`config.mk`:
```
export PLATFORM = sky130hd
export DESIGN_NAME = counter_array_time_base
export DESIGN_NICKNAME = d
export VERILOG_FILES = /design/src/common/cta_pkg.sv /design/src/common/tick_if.sv /design/src/edge_pulse.sv /design/src/count_prescaler.sv /design/src/counter_array_time_base.sv
export VERILOG_INCLUDE_DIRS = /design/src /design/src/common
export SDC_FILE = /design/constraint.sdc
export NUM_CORES = 1
export LEC_CHECK = 0
export BUFFER_PORTS_ARGS = -buffer_cell sky130_fd_sc_hd__buf_2
export CORE_ASPECT_RATIO = 1.25
export CORE_MARGIN = 2
export CORE_UTILIZATION = 28
export CTS_CLUSTER_SIZE = 10
export DETAILED_ROUTE_END_ITERATION = 12
export SETUP_SLACK_MARGIN = 0.3
export SLEW_MARGIN = 5
export SYNTH_ARGS = -nofsm -noshare
export SYNTH_HDL_FRONTEND = slang
export SYNTH_SLANG_ARGS = --single-unit
export TNS_END_PERCENT = 50
```
`constraint.sdc`:
```
create_clock -name ref_clk -period 2.9 [get_ports ref_clk]
set_input_delay 0.29 -clock ref_clk [delete_from_list [all_inputs] [get_ports ref_clk]]
set_output_delay 0.29 -clock ref_clk [all_outputs]
set_load 0.01 [all_outputs]
```
`src/common/cta_defs.svh`:
```
`ifndef CTA_DEFS_SVH
`define CTA_DEFS_SVH

// register indices; byte address is four times the index
`define IDX_COUNTER_CONTROL 8'hD8
`define IDX_COUNTER_MODE    8'hD9
`define IDX_MODULE_MODE0    8'hDA
`define IDX_COUNT_LO        8'hE0
`define IDX_COUNT_HI        8'hE1
`define IDX_IRQ_MASK        8'hE2

// counter_control fields
`define CTRL_OVF_BIT        7
`define CTRL_RUN_BIT        6
`define CTRL_FLAG_MASK      8'h9F

// counter_mode fields
`define MODE_IDLE_BIT       7
`define MODE_WDOG_BIT       6
`define MODE_SEL_LSB        1
`define MODE_OVFIE_BIT      0
`define MODE_WR_MASK        8'hC7

// module mode fields
`define MM_IE_BIT           0
`define MM_PWM_BIT          1
`define MM_TOG_BIT          2
`define MM_MATCH_BIT        3
`define MM_CAPN_BIT         4
`define MM_CAPP_BIT         5
`define MM_COMP_BIT         6
`define MM_WR_MASK          8'h7F

// reset values
`define COUNTER_MODE_RST    8'h00
`define COUNTER_CTRL_RST    8'h00
`define MODULE_MODE_RST     8'h00
`define IRQ_MASK_RST        8'hFF

// prescale divisors in oscillator cycles
`define DIV_SLOW            12
`define DIV_SLOW_X2         6
`define DIV_FAST            4
`define DIV_FAST_X2         2

// port 1 pin positions
`define ECI_PIN             2
`define MODULE_PIN_BASE     3

`endif

```
`src/common/cta_pkg.sv`:
```
package cta_pkg;
  typedef enum logic [1:0] {SRC_DIV12, SRC_DIV4, SRC_T0, SRC_EXT} src_sel_t;
  typedef logic [7:0] byte_t;
endpackage

```
`src/common/tick_if.sv`:
```
`timescale 1ns/1ps
interface tick_if;
  import cta_pkg::*;
  src_sel_t srcSel;
  logic     doubleSpeed;
  logic     enable;
  logic     t0Pulse;
  logic     eciPulse;
  logic     tick;
  modport ctrl (output srcSel, doubleSpeed, enable, t0Pulse, eciPulse, input tick);
  modport gen  (input srcSel, doubleSpeed, enable, t0Pulse, eciPulse, output tick);
endinterface

```
`src/edge_pulse.sv`:
```
`timescale 1ns/1ps
module edge_pulse #(
  parameter bit RISING = 1'b1
) (
  input  wire logic ref_clk,
  input  wire logic rstn,
  input  wire logic din,
  output logic      pulse
);
  logic [2:0] sync_ff;
  logic       pulse_ff;

  // two-stage synchroniser plus one history stage; stage 0 feeds stage 1 only
  always_ff @(posedge ref_clk) begin
    if (!rstn) sync_ff <= 3'h0;
    else       sync_ff <= {sync_ff[1:0], din};
  end

  // one-cycle pulse per selected edge
  always_ff @(posedge ref_clk) begin
    if (!rstn) pulse_ff <= 1'b0;
    else       pulse_ff <= RISING ? (sync_ff[1] & ~sync_ff[2]) : (~sync_ff[1] & sync_ff[2]);
  end

  assign pulse = pulse_ff;
endmodule // edge_pulse

```
`src/count_prescaler.sv`:
```
`timescale 1ns/1ps
`include "cta_defs.svh"
module count_prescaler #(
  parameter int DIV_W = 4
) (
  input  wire logic ref_clk,
  input  wire logic rstn,
  tick_if.gen       tk
);
  import cta_pkg::*;

  logic [DIV_W-1:0] div_ff;
  logic [DIV_W-1:0] nxt_div;
  logic [DIV_W-1:0] divLast;
  logic             internalSrc;
  logic             wrap;

  // divisor per source, halved in double-speed mode
  always_comb begin
    if (tk.srcSel == SRC_DIV12)
      divLast = tk.doubleSpeed ? DIV_W'(`DIV_SLOW_X2 - 1) : DIV_W'(`DIV_SLOW - 1);
    else
      divLast = tk.doubleSpeed ? DIV_W'(`DIV_FAST_X2 - 1) : DIV_W'(`DIV_FAST - 1);
  end

  assign internalSrc = (tk.srcSel == SRC_DIV12) || (tk.srcSel == SRC_DIV4);
  // >= so a switch to a shorter divisor mid-count cannot overrun
  assign wrap        = div_ff >= divLast;

  // divider held at zero while stopped, so a restart gives a full period
  always_comb begin
    nxt_div = div_ff;
    if (!tk.enable || !internalSrc) nxt_div = '0;
    else if (wrap)                  nxt_div = '0;
    else                            nxt_div = div_ff + DIV_W'(1);
  end

  always_ff @(posedge ref_clk) begin
    if (!rstn) div_ff <= '0;
    else       div_ff <= nxt_div;
  end

  // one count enable per source event
  always_comb begin
    case (tk.srcSel)
      SRC_DIV12, SRC_DIV4: tk.tick = tk.enable & wrap;
      SRC_T0:              tk.tick = tk.enable & tk.t0Pulse;
      SRC_EXT:             tk.tick = tk.enable & tk.eciPulse;
      default:             tk.tick = 1'b0;
    endcase
  end
endmodule // count_prescaler

```
`src/counter_array_time_base.sv`:
```
// Our own choice: the APB register port.
`timescale 1ns/1ps
`include "cta_defs.svh"
module counter_array_time_base #(
  parameter int NUM_MOD = 5
) (
  input  wire logic                         ref_clk,
  input  wire logic                         rstn,
  input  wire logic [9:0]                   paddr,
  input  wire logic                         psel,
  input  wire logic                         penable,
  input  wire logic                         pwrite,
  input  wire logic [31:0]                  pwdata,
  output logic      [31:0]                  prdata,
  output logic                              pready,
  output logic                              pslverr,
  input  wire logic [7:0]                   p1In,
  input  wire logic [7:0]                   gpioOut,
  input  wire logic [7:0]                   gpioOeN,
  output logic      [7:0]                   p1Out,
  output logic      [7:0]                   p1OeN,
  input  wire logic                         timer0Ovf,
  input  wire logic                         idleMode,
  input  wire logic                         doubleSpeed,
  input  wire logic [NUM_MOD-1:0]           moduleEvent,
  input  wire logic [NUM_MOD-1:0]           moduleOut,
  output cta_pkg::byte_t [NUM_MOD-1:0]      moduleMode,
  output logic      [15:0]                  countValue,
  output logic                              watchdogEnable,
  output logic                              irq
);
  import cta_pkg::*;

  tick_if tk ();

  logic [7:0]               idx;
  logic                     wrAcc;
  logic                     rdSetup;
  logic                     hit;
  logic [7:0]               rdByte;
  logic [7:0]               counterMode_ff;
  logic                     ovf_ff;
  logic                     run_ff;
  logic [NUM_MOD-1:0]       modFlag_ff;
  byte_t [NUM_MOD-1:0]      modMode_ff;
  logic [7:0]               irqMask_ff;
  logic [15:0]              count_ff;
  logic [31:0]              prdata_ff;
  logic                     irq_ff;
  logic [7:0]               p1Out_ff;
  logic [7:0]               p1OeN_ff;
  logic [7:0]               nxt_p1Out;
  logic [7:0]               nxt_p1OeN;
  logic                     ctrlWr;
  logic                     loWr;
  logic                     hiWr;
  logic                     ovfEvent;
  logic [NUM_MOD-1:0]       modIe;
  logic                     irqReq;

  // apb decode; zero wait states, so every access completes in its first access cycle
  assign idx     = paddr[9:2];
  assign wrAcc   = psel & penable & pwrite;
  assign rdSetup = psel & ~penable & ~pwrite;
  assign pready  = psel & penable;
  assign pslverr = psel & penable & ~hit;
  assign ctrlWr  = wrAcc && (idx == `IDX_COUNTER_CONTROL);
  assign loWr    = wrAcc && (idx == `IDX_COUNT_LO);
  assign hiWr    = wrAcc && (idx == `IDX_COUNT_HI);

  // read mux; reserved and unimplemented bits read zero, except mask bits 6:5, which read one from reset until the first mask write
  always_comb begin
    rdByte = 8'h00;
    hit    = 1'b0;
    if (idx == `IDX_COUNTER_CONTROL) begin
      rdByte = {ovf_ff, run_ff, 1'b0, modFlag_ff};
      hit    = 1'b1;
    end
    if (idx == `IDX_COUNTER_MODE) begin
      rdByte = counterMode_ff;
      hit    = 1'b1;
    end
    if (idx == `IDX_COUNT_LO) begin
      rdByte = count_ff[7:0];
      hit    = 1'b1;
    end
    if (idx == `IDX_COUNT_HI) begin
      rdByte = count_ff[15:8];
      hit    = 1'b1;
    end
    if (idx == `IDX_IRQ_MASK) begin
      rdByte = irqMask_ff;
      hit    = 1'b1;
    end
    for (int i = 0; i < NUM_MOD; i++) begin
      if (idx == 8'(`IDX_MODULE_MODE0 + i)) begin
        rdByte = modMode_ff[i];
        hit    = 1'b1;
      end
    end
  end

  // read data captured in the setup phase, held through the access phase
  always_ff @(posedge ref_clk) begin
    if (!rstn)        prdata_ff <= 32'h0000_0000;
    else if (rdSetup) prdata_ff <= {24'h00_0000, rdByte};
  end
  assign prdata = prdata_ff;

  // mode register; reserved bits never stored, so stray ones are harmless
  always_ff @(posedge ref_clk) begin
    if (!rstn) counterMode_ff <= `COUNTER_MODE_RST;
    else if (wrAcc && idx == `IDX_COUNTER_MODE)
      counterMode_ff <= pwdata[7:0] & `MODE_WR_MASK;
  end
  assign watchdogEnable = counterMode_ff[`MODE_WDOG_BIT];

  // per-module mode registers, decoded by the module datapaths
  always_ff @(posedge ref_clk) begin
    if (!rstn) begin
      for (int i = 0; i < NUM_MOD; i++) modMode_ff[i] <= `MODULE_MODE_RST;
    end else begin
      for (int i = 0; i < NUM_MOD; i++) begin
        if (wrAcc && idx == 8'(`IDX_MODULE_MODE0 + i))
          modMode_ff[i] <= pwdata[7:0] & `MM_WR_MASK;
      end
    end
  end
  assign moduleMode = modMode_ff;

  // interrupt mask, all open after reset
  always_ff @(posedge ref_clk) begin
    if (!rstn) irqMask_ff <= `IRQ_MASK_RST;
    else if (wrAcc && idx == `IDX_IRQ_MASK) irqMask_ff <= pwdata[7:0] & `CTRL_FLAG_MASK;
  end

  // run control is an ordinary read/write bit
  always_ff @(posedge ref_clk) begin
    if (!rstn)       run_ff <= 1'(`COUNTER_CTRL_RST >> `CTRL_RUN_BIT);
    else if (ctrlWr) run_ff <= pwdata[`CTRL_RUN_BIT];
  end

  // count enable: running and not parked by idle-stop
  assign tk.enable      = run_ff & ~(counterMode_ff[`MODE_IDLE_BIT] & idleMode);
  assign tk.srcSel      = src_sel_t'(counterMode_ff[`MODE_SEL_LSB +: 2]);
  assign tk.doubleSpeed = doubleSpeed;

  // count inputs go through synchronisers to one-cycle pulses
  edge_pulse #(.RISING(1'b1)) u_t0_sync (
    .ref_clk (ref_clk),
    .rstn    (rstn),
    .din     (timer0Ovf),
    .pulse   (tk.t0Pulse)
  );

  // external input counted on falling edges; pin rate must stay below osc/8
  edge_pulse #(.RISING(1'b0)) u_eci_sync (
    .ref_clk (ref_clk),
    .rstn    (rstn),
    .din     (p1In[`ECI_PIN]),
    .pulse   (tk.eciPulse)
  );

  count_prescaler #(.DIV_W(4)) u_presc (
    .ref_clk (ref_clk),
    .rstn    (rstn),
    .tk      (tk)
  );

  // shared time base; a software byte write beats a tick in the same cycle
  always_ff @(posedge ref_clk) begin
    if (!rstn)        count_ff <= 16'h0000;
    else if (loWr)    count_ff[7:0] <= pwdata[7:0];
    else if (hiWr)    count_ff[15:8] <= pwdata[7:0];
    else if (tk.tick) count_ff <= count_ff + 16'h0001;
  end
  assign countValue = count_ff;

  assign ovfEvent = tk.tick && !loWr && !hiWr && (count_ff == 16'hFFFF);

  // flags are write-one-to-clear; a set in the same cycle wins over the clear
  always_ff @(posedge ref_clk) begin
    if (!rstn) ovf_ff <= 1'b0;
    else       ovf_ff <= (ovf_ff & ~(ctrlWr & pwdata[`CTRL_OVF_BIT])) | ovfEvent;
  end

  always_ff @(posedge ref_clk) begin
    if (!rstn) modFlag_ff <= '0;
    else modFlag_ff <= (modFlag_ff & ~({NUM_MOD{ctrlWr}} & pwdata[NUM_MOD-1:0]))
                       | moduleEvent;
  end

  // one shared request: overflow gated by its enable, modules by their own
  always_comb begin
    for (int i = 0; i < NUM_MOD; i++) modIe[i] = modMode_ff[i][`MM_IE_BIT];
  end
  assign irqReq = (ovf_ff & counterMode_ff[`MODE_OVFIE_BIT] & irqMask_ff[`CTRL_OVF_BIT])
                | (|(modFlag_ff & modIe & irqMask_ff[NUM_MOD-1:0]));

  always_ff @(posedge ref_clk) begin
    if (!rstn) irq_ff <= 1'b0;
    else       irq_ff <= irqReq;
  end
  assign irq = irq_ff;

  // port 1 sharing: modules drive when toggling or modulating, float when capturing
  always_comb begin
    nxt_p1Out = gpioOut;
    nxt_p1OeN = gpioOeN;
    if (tk.srcSel == SRC_EXT) nxt_p1OeN[`ECI_PIN] = 1'b1;
    for (int i = 0; i < NUM_MOD; i++) begin
      if (modMode_ff[i][`MM_TOG_BIT] | modMode_ff[i][`MM_PWM_BIT]) begin
        nxt_p1Out[`MODULE_PIN_BASE + i] = moduleOut[i];
        nxt_p1OeN[`MODULE_PIN_BASE + i] = 1'b0;
      end else if (modMode_ff[i][`MM_CAPN_BIT] | modMode_ff[i][`MM_CAPP_BIT]) begin
        nxt_p1OeN[`MODULE_PIN_BASE + i] = 1'b1;
      end
    end
  end

  always_ff @(posedge ref_clk) begin
    if (!rstn) begin
      p1Out_ff <= 8'hFF;
      p1OeN_ff <= 8'hFF;
    end else begin
      p1Out_ff <= nxt_p1Out;
      p1OeN_ff <= nxt_p1OeN;
    end
  end
  assign p1Out = p1Out_ff;
  assign p1OeN = p1OeN_ff;

  // checking helpers: cycles since the last tick under unchanged settings
  logic [3:0] gap_ff;
  logic       gapValid_ff;
  logic [3:0] cfg_ff;
  logic [3:0] cfgNow;
  logic [3:0] expGap;
  assign cfgNow = {tk.enable, tk.doubleSpeed, tk.srcSel};
  assign expGap = (tk.srcSel == SRC_DIV12) ?
                  (doubleSpeed ? 4'(`DIV_SLOW_X2 - 1) : 4'(`DIV_SLOW - 1)) :
                  (doubleSpeed ? 4'(`DIV_FAST_X2 - 1) : 4'(`DIV_FAST - 1));

  always_ff @(posedge ref_clk) begin
    if (!rstn) begin
      gap_ff      <= 4'h0;
      gapValid_ff <= 1'b0;
      cfg_ff      <= 4'h0;
    end else begin
      cfg_ff      <= cfgNow;
      gap_ff      <= tk.tick ? 4'h0 : gap_ff + 4'h1;
      gapValid_ff <= (cfgNow == cfg_ff) && (gapValid_ff || tk.tick);
    end
  end
endmodule // counter_array_time_base

```
# Yosys cells after proc, flatten, opt, wreduce, memory -nomap -nowiden
# Cells that the tools add are included.
[totals] in_bits=84 regBits=108 out_inout_bits=108 elab_cells=154
[op_classes] eq_ne=15 n_reduce_logical=28 order_cmp=1 bitwise_logic=43 add_sub_neg=2 n_mux=43
[op_table] cell="$mux W8" count=13
[op_table] cell="$eq A8 B8 Y1 const B" count=10
[op_table] cell="$mux W1" count=25
[op_table] cell="$and A5 B5 Y5" count=4
[op_table] cell="$add A16 B1 Y16 const B" count=1
[op_table] cell="$and A1 B1 Y1" count=16
[op_table] cell="$eq A16 B16 Y1 const B" count=1
[op_table] cell="$mux W16" count=1
[op_table] cell="$logic_and A1 B1 Y1" count=13
[op_table] cell="$or A1 B1 Y1" count=12
[op_table] cell="$not A1 Y1" count=9
[op_table] cell="$mux W4" count=2
[op_table] cell="$not A5 Y5" count=1
[op_table] cell="$or A5 B5 Y5" count=1
[op_table] cell="$reduce_or A5 Y1" count=1
[op_table] cell="$add A4 B1 Y4 const B" count=1
[op_table] cell="$eq A2 B2 Y1 const B" count=2
[op_table] cell="$ge A4 B4 Y1" count=1
[op_table] cell="$logic_not A1 Y1" count=4
[op_table] cell="$reduce_and A2 Y1" count=2
[op_table] cell="$reduce_bool A2 Y1" count=2
[op_table] cell="$reduce_or A2 Y1" count=2
[op_table] cell="$pmux W1 S3" count=1
[op_table] cell="$reduce_or A3 Y1" count=1
[op_table] cell="5 further kinds" count=6

# Logic depth before layout (Yosys ltp)
# Gate-level depths: netlist of run 1.
[logic_depth] word_depth=13 ltp_mapped=8 ltp_nobuf=8

# Modules after synthesis
# Synthesis of run 1 repeated with hierarchy kept, for this count alone.
[unflattened] cells_unflattened=617 area_unflattened_um2=5327.6
[by_module_without_submodules] module="counter_array_time_base" seq_area_each_um2=1901.8 n_inst=1 area_each_um2=4859.7 cells_each=573
[by_module_without_submodules] module="count_prescaler" seq_area_each_um2=80.1 n_inst=1 area_each_um2=245.2 cells_each=28
[by_module_without_submodules] module="edge_pulse" seq_area_each_um2=80.1 n_inst=2 area_each_um2=111.4 cells_each=8

# Worst setup path before layout of run 1
# Ideal clock, no wire load.
[synth_timing] kind="flip-flop to flip-flop" startpoint="register counterMode_ff[1]" endpoint="register count_ff[8], in the netlist countValue[8]" period_less_slack_ps=2211 stages_incl_launch_ff=8 setup_ps=74 path_buffers=0 setup_slack_ps=689 required_ps=2826 arrival_ps=2137 path_cell_list="dfxtp_1 > or3_1 > ha_1 > o21ai_0 > o21ai_0 > nand4_1 > or3_1 > a31oi_1"
[synth_via] elab_chain_len=7 elab_cells_between_ends=11
[synth_rtl] item="start: declaration" line_no="counter_array_time_base.sv:41" text="logic [7:0] counterMode_ff;"
[synth_rtl] item="start signal: assignment" line_no="counter_array_time_base.sv:112" text="if (!rstn) counterMode_ff <= `COUNTER_MODE_RST;"
[synth_rtl] item="start signal: assignment" line_no="counter_array_time_base.sv:114" text="counterMode_ff <= pwdata[7:0] & `MODE_WR_MASK;"
[synth_rtl] item="$logic_not A2 Y1" line_no="count_prescaler.sv:20, count_prescaler.sv:45"
[synth_rtl] item="$mux W4" line_no="count_prescaler.sv:20" text="if (tk.srcSel == SRC_DIV12)"
[synth_rtl] item="$ge A4 B4 Y1" line_no="count_prescaler.sv:28" text="assign wrap = div_ff >= divLast;"
[synth_rtl] item="$and A1 B1 Y1" line_no="count_prescaler.sv:46" text="SRC_DIV12, SRC_DIV4: tk.tick = tk.enable & wrap;"
[synth_rtl] item="$pmux W1 S3 *" line_no="count_prescaler.sv:45" text="case (tk.srcSel)"
[synth_rtl] item="$reduce_bool A2 Y1 (no line) *"
[synth_rtl] item="$reduce_and A2 Y1 (no line) *"
[synth_rtl] item="end signal: assignment" line_no="counter_array_time_base.sv:174" text="else if (hiWr) count_ff[15:8] <= pwdata[7:0];"
[synth_rtl] item="end signal: assignment" line_no="counter_array_time_base.sv:175" text="else if (tk.tick) count_ff <= count_ff + 16'h0001;"
[synth_rtl] item="end: declaration" line_no="counter_array_time_base.sv:47" text="logic [15:0] count_ff;"
# Mark *: on every way between the ends. The rest lies on a longest branch, timed or not.
# A chain may end at the register's enable or synchronous reset.

# Final worst setup path of run 1
[layout_timing] startpoint="register counterMode_ff[1]" endpoint="register count_ff[15], in the netlist countValue[15]"
# The elaborated chain is that of the path after synthesis.

==> impl_metrics.py, run 1 <==
metrics = {
    "routing": {
        "routedWlPerCell_um": 18.5,
        "post-route-drc-count": 0,
        "detail_route.iter0.violations": 492,
        "dr.pass1.iters": 5,
        "vias": 5436,
        "wl_um": 19700,
        "vias_per_cell": 5.13,
        "ant_nets": 0,
    },
    "synth": {
        "yosysWarnings": 0,
        "synthXorXnorAreaFrac_pct": 1.42,
        "synth_compound_area_share_pct": 20.2,
        "syn_inst": 671,
        "synth.area.mux_share_pct": 5.29,
        "async_flop_share_pct": 0,
        "synthAdderAreaFrac_pct": 1.13,
        "syn_area_um2": 5540,
        "synthSimpleGateAreaFrac_pct": 25.4,
        "syn_avg_cell_area_um2": 8.25,
        "synth-edff-count": 0,
        "synth-seq-area-share_pct": 38.7,
        "synth_top_family_by_area": "simple AND/OR/NAND/NOR gates",
        "synth_cell_types": 70,
        "synth_flop_cell": "dfxtp_1",
        "synth.ff_latch_count": 107,
    },
    "clock_tree": {
        "insertion_delay_ns": 0.36,
        "cts.repair.resized": 0,
        "cts_buffers": 9,
        "clock-sinks": 107,
        "cts_tree": "built",
        "clk_pin_slew_worst_paths_ns": 0.07,
        "htreeDepth": 3,
        "cts-root-to-sink-buffers": 2,
        "cts_root_buffer": "clkbuf_16",
    },
    "layout": {
        "fin_cells": 1060,
        "final_cell_area_um2": 6650,
        "n_antenna_cell": 0,
        "area_growth_pct": 20.0,
        "most-common-layout-cells": "buf_2 (129), dfxtp_1 (107), nand2_1 (90), a21oi_1 (51), nor2_1 (48)",
        "nets": 879,
        "fillers": 2102,
        "layout_commonest_cell": "buf_2",
        "drive_gt1_share_pct": 23.0,
        "final_util_pct": 34.3,
    },
    "power": {
        "power_density_nw_per_um2": 449,
        "p_leak_nw": 2.60,
        "irDropWorstVdd_mv": 0.276,
        "finalPower_mw": 2.99,
    },
    "critical_path": {
        "crit_chain": "or3_1 > ha_1 > o21ai_0 > o21ai_0 > buf_4 > nand2_1 > o31ai_1 > a211oi_1",
        "endpoint_kind": "flip-flop",
        "crit_required_ns": 3.13,
        "cp_max_fo": 6,
        "critPathLaunchType": "flip-flop",
        "critPathTopFamily": "compound AO/OA/AOI/OAI gates",
        "slowest_stage": "or3_1",
        "cp_common_cell": "o21ai_0",
        "crit_type": "flip-flop to flip-flop",
        "max_stage_delay_ns": 0.39,
        "critPathBufInv": 1,
        "arrival_ns": 2.54,
    },
    "global_routing": {
        "grt.total_usage_pct": 18.6,
        "grt_pass1_vias": 4967,
        "grt_max_degree": 37,
        "antenna_found_initial": 0,
        "grt_pass1_wl_um": 29400,
        "overflow": 0,
    },
    "floorplanning": {
        "die_area_um2": 20900,
        "coreArea_um2": 19400,
        "start_util_pct": 28.5,
        "rows": 57,
        "ios": 192,
        "die_w_um": 130,
        "die_y_um": 161,
    },
    "placed_design": {
        "dp.cells": 1043,
        "hpwl_um": 14600,
        "placed_area_um2": 6360,
        "preCtsSetupSlack_ns": 0.523,
        "gp_congestion": 0.925,
        "port_buffers": 129,
    },
    "timing": {
        "setup_viol": 0,
        "whs_ns": 0.104,
        "final.period_utilization_pct": 79.8,
        "worstMarginPinSlew_ns": 0.654,
        "relSlewSlack_pct": 56.0,
        "setup_ws_ns": 0.587,
        "max_freq_mhz": 432,
        "min_period_ns": 2.31,
        "clock_skew_ns": 0.00559,
        "slew_violations": 0,
        "setup_tns_ns": 0,
        "rsz0062_at_grt": "false",
        "hold_viol_final": 0,
    },
    "min_path": {
        "min_path_type": "primary input to flip-flop",
    },
    "status": {
        "status": "completed",
    },
    "job": {
        "cap_violations": 0,
    },
}
## cell usage after synthesis (all sizes together) (2+ instances only)
library cell  count  share of area (%)
a21o              3               0.41
nand3            25                2.3
o21a              9                1.2
nand3b            4               0.61
o22ai             4               0.45
a22oi             4               0.54
dfxtp           107                 39
nand2b            9                1.1
and4              3               0.47
a21oi            51                4.6
xor2              3               0.47
xnor2             6               0.95
nor2b             5               0.56
or3b              2               0.36
o31ai            12                1.6
a211oi            3               0.41
inv               5               0.34
ha                5                1.1
or3               9                1.0
nor4             11                1.5
nor2             49                3.5
and3b             2               0.32
and3              7               0.79
mux2i            27                4.9
o32ai             4               0.63
nand4            11                1.2
o21ai            43                4.0
buf              45                5.7
a21boi            7               0.95
nor3b             3               0.50
clkbuf           24                1.6
and2              9                1.0
or4               3               0.41
a31o              2               0.32
a2bb2oi           3               0.47
mux2              2               0.41
nor3             20                2.9
a31oi            16                1.8
a211o             3               0.47
o2bb2ai           2               0.32
nand2            90                6.1
nor4b             3               0.47
## routing by layer
metal / global-route usage [%] / up-vias / share of wire (%)
li1: - / 2617 / -
met1: 25.2 / 2573 / 44
met2: 30.1 / 222 / 48
met3: 3.08 / 24 / 5.9
met4: 6.01 / 0 / 1.8
met5: 0 / - / 0
## layout make-up
class                   count  area [um^2]  share of cell area (%)
repair buffers            149          796                    12.0
clock inverters             4         33.8                   0.508
well taps                 265          332                    4.99
clock buffers              12          246                    3.71
multi-input cells         517         3070                    46.2
inverters                   6         22.5                   0.339
flip-flops and latches    107         2140                    32.2
## worst paths after layout
check	start	endpoint	slack, ns	depth (start not counted)
worst max-delay path	counterMode_ff[1]$_SDFFE_PN0P_	countValue[15]$_SDFFE_PN0P_	0.59	8
worst min-delay path	gpioOeN[1]	p1OeN[1]$_SDFF_PN1_	0.10	2
worst max register to register	counterMode_ff[1]$_SDFFE_PN0P_	countValue[15]$_SDFFE_PN0P_	0.59	8
worst min register to register	u_t0_sync.sync_ff[2]$_SDFF_PN0_	u_t0_sync.pulse$_SDFF_PN0_	0.39	1
## power by group
| group | switching, mW | total, mW | internal (mW) |
|---|---|---|---|
| Combinational | 0.187 | 0.278 | 0.0910 |
| Clock | 0.587 | 1.20 | 0.617 |
| Sequential | 0.0105 | 1.50 | 1.49 |
## flip-flops by register name, summed over array words and instances, names as in the netlist
| signal | cells |
|---|---|
| moduleMode | 35 |
| countValue | 16 |
| p1OeN | 8 |
| p1Out | 8 |
| prdata | 8 |
| irqMask_ff | 7 |
| counterMode_ff | 5 |
| modFlag_ff | 5 |
| u_presc.div_ff | 4 |
| u_eci_sync.sync_ff | 3 |
| u_t0_sync.sync_ff | 3 |
| irq | 1 |
| ovf_ff | 1 |
| run_ff | 1 |
| u_eci_sync.pulse | 1 |
| u_t0_sync.pulse | 1 |
## kinds of logic (layout without fill, tap and decap cells)
family,count (synthesis),in the layout
AND/OR/NAND/NOR,267,267
AO/OA/AOI/OAI,178,178
flip-flops,107,107
buffers and inverters,75,171
multiplexers,29,29
XOR/XNOR,9,9
adder cells (fa/ha/maj),5,5
other,1,29
## timing repair
action,CTS,global route
setup buffers,0,1
hold buffers,0,0
endpoints found under the setup margin,0,2
(Power assumes the default switching activity.)
==> run 2, diff against run 1 <==
Clock period 2.9 ns to 1.85 ns, I/O delays scaled along.
==> impl_metrics.py, run 2 (same netlist as run 1, synthesis figures left out) <==
metrics = {
    "routing": {
        "wl_met2_um": 10400,
        "wl_met1_um": 8910,
        "detail_route.iter0.violations": 606,
        "routedWlPerCell_um": 18.9,
        "vias": 5800,
        "dr.pass1.iters": 5,
        "ant_nets": 0,
        "vias_per_cell": 5.12,
        "wl_met3_um": 1140,
        "routed.top_layer": "met5",
        "wl_um": 21400,
        "post-route-drc-count": 0,
    },
    "status": {
        "failed_checks": "negative setup slack",
        "status": "finished with violations",
    },
    "timing": {
        "setup_tns_ns": -1.88,
        "clock_skew_ns": 0.0101,
        "max_freq_mhz": 485,
        "whs_ns": 0.0111,
        "final.period_utilization_pct": 112,
        "hold_viol_final": 0,
        "rsz0062_at_grt": "true",
        "setup_viol": 17,
        "setup_ws_ns": -0.214,
        "min_period_ns": 2.06,
        "slew_violations": 0,
    },
    "critical_path": {
        "worst-r2r-cell-count": 7,
        "critPathTopFamily": "simple AND/OR/NAND/NOR gates",
        "crit_required_ns": 2.15,
        "crit_type": "flip-flop to flip-flop",
        "rrSetupSlack_ns": -0.21,
        "r2r_end": "countValue[4]$_SDFFE_PN0P_",
        "cp_max_fo": 5,
        "critPathLaunchType": "flip-flop",
        "critPathBufInv": 0,
        "crit_chain": "or3_4 > ha_4 > o21ai_4 > o21a_4 > or4_4 > xor2_2 > a21oi_1",
        "slowest_stage": "or4_4",
        "arrival_ns": 2.37,
        "reg2reg_from": "counterMode_ff[2]$_SDFFE_PN0P_",
        "endpoint_kind": "flip-flop",
        "max_stage_delay_ns": 0.44,
    },
    "min_path": {
        "hold_path.startpoint": "gpioOeN[2]",
        "min_path_type": "primary input to flip-flop",
        "whs_path_depth": 2,
        "whs_endpoint": "p1OeN[2]$_SDFF_PP1_",
    },
    "placed_design": {
        "port_buffers": 129,
        "dp.cells": 1103,
        "preCtsSetupSlack_ns": -0.241,
        "gp_congestion": 0.936,
        "placed_area_um2": 6910,
        "hpwl_um": 15600,
    },
    "power": {
        "power_density_nw_per_um2": 670,
        "p_leak_nw": 3.03,
        "finalPower_mw": 5.10,
        "irDropWorstVdd_mv": 0.451,
    },
    "clock_tree": {
        "cts_tree": "built",
        "clk_pin_slew_worst_paths_ns": 0.07,
        "cts_root_buffer": "clkbuf_16",
        "clock-sinks": 107,
        "htreeDepth": 3,
        "cts-root-to-sink-buffers": 2,
        "cts_buffers": 9,
        "insertion_delay_ns": 0.37,
    },
    "floorplanning": {
        "start_util_pct": 28.5,
        "rows": 57,
        "die_w_um": 130,
        "die_area_um2": 20900,
        "ios": 192,
        "die_y_um": 161,
        "coreArea_um2": 19400,
    },
    "layout": {
        "drive_gt1_share_pct": 32.9,
        "most-common-layout-cells": "buf_2 (126), dfxtp_1 (104), nand2_1 (88), buf_4 (79), a21oi_1 (50)",
        "layout_commonest_cell": "buf_2",
        "area_growth_pct": 37.4,
        "n_antenna_cell": 0,
        "fin_cells": 1132,
        "final_util_pct": 39.2,
        "nets": 951,
        "final_cell_area_um2": 7610,
        "largest_reg_flops": 35,
    },
    "job": {
        "cap_violations": 0,
    },
    "global_routing": {
        "overflow": 0,
        "grt_pass1_wl_um": 31900,
        "grt_max_degree": 47,
        "antenna_found_initial": 1,
        "grt.total_usage_pct": 20.3,
        "grt_pass1_vias": 5487,
    },
}
[run 2: changes by cell type in the layout (fill, tap and decap cells not counted), sizes merged, moves of 2 or more]
cell         before  now
buf             149  215
bufinv            0    2
clkbuf           12   10
clkinv            3    1
clkinvlp          0    2
dlygate4sd3       0    5
[run 2: report_power, final]
| group | total [mW] | switching [mW] | internal, mW |
|---|---|---|---|
| Clock | 2.22 | 0.983 | 1.24 |
| Combinational | 0.518 | 0.319 | 0.199 |
| Sequential | 2.36 | 0.0187 | 2.34 |
| Total | 5.10 | 1.32 | 3.78 |
[run 2: area by class of cell]
cell class                 instances  area (um^2)
multi-input combinational        518         3320
fill                            2030        11800
clock inverter                     6         95.1
inverter                           6         22.5
tap                              265          332
clock buffer                      10          239
sequential                       107         2150
timing repair buffer             220         1450
[run 2: how the worst max path moves through the flow]
stage,start,endpoint,slack (ns),cells past startpoint
2_1_floorplan,counterMode_ff[2]$_SDFFE_PN0P_,countValue[8]$_SDFFE_PN0P_,-0.15,7
3_3_place_gp,doubleSpeed,countValue[4]$_SDFFE_PN0P_,-0.24,8
3_5_place_dp,doubleSpeed,countValue[4]$_SDFFE_PN0P_,-0.24,8
4_1_cts,counterMode_ff[2]$_SDFFE_PN0P_,countValue[4]$_SDFFE_PN0P_,-0.17,7
5_1_grt,counterMode_ff[2]$_SDFFE_PN0P_,countValue[4]$_SDFFE_PN0P_,-0.26,7
6_report,counterMode_ff[2]$_SDFFE_PN0P_,countValue[4]$_SDFFE_PN0P_,-0.21,7
[run 2: repair_timing]
action	CTS	global route
pin swaps	19	30
cloned	1	0
setup buffers	3	4
hold buffers	5	0
endpoints found under the hold margin	5	0
endpoints found under the setup margin	23	39
resized for setup	26	25
[run 2: routing by layer]
layer  vias up  track usage [%]
li1       2760                -
met1      2729             25.5
met2       252             33.4
met3        57             2.52
met4         2             11.2
met5         -                0
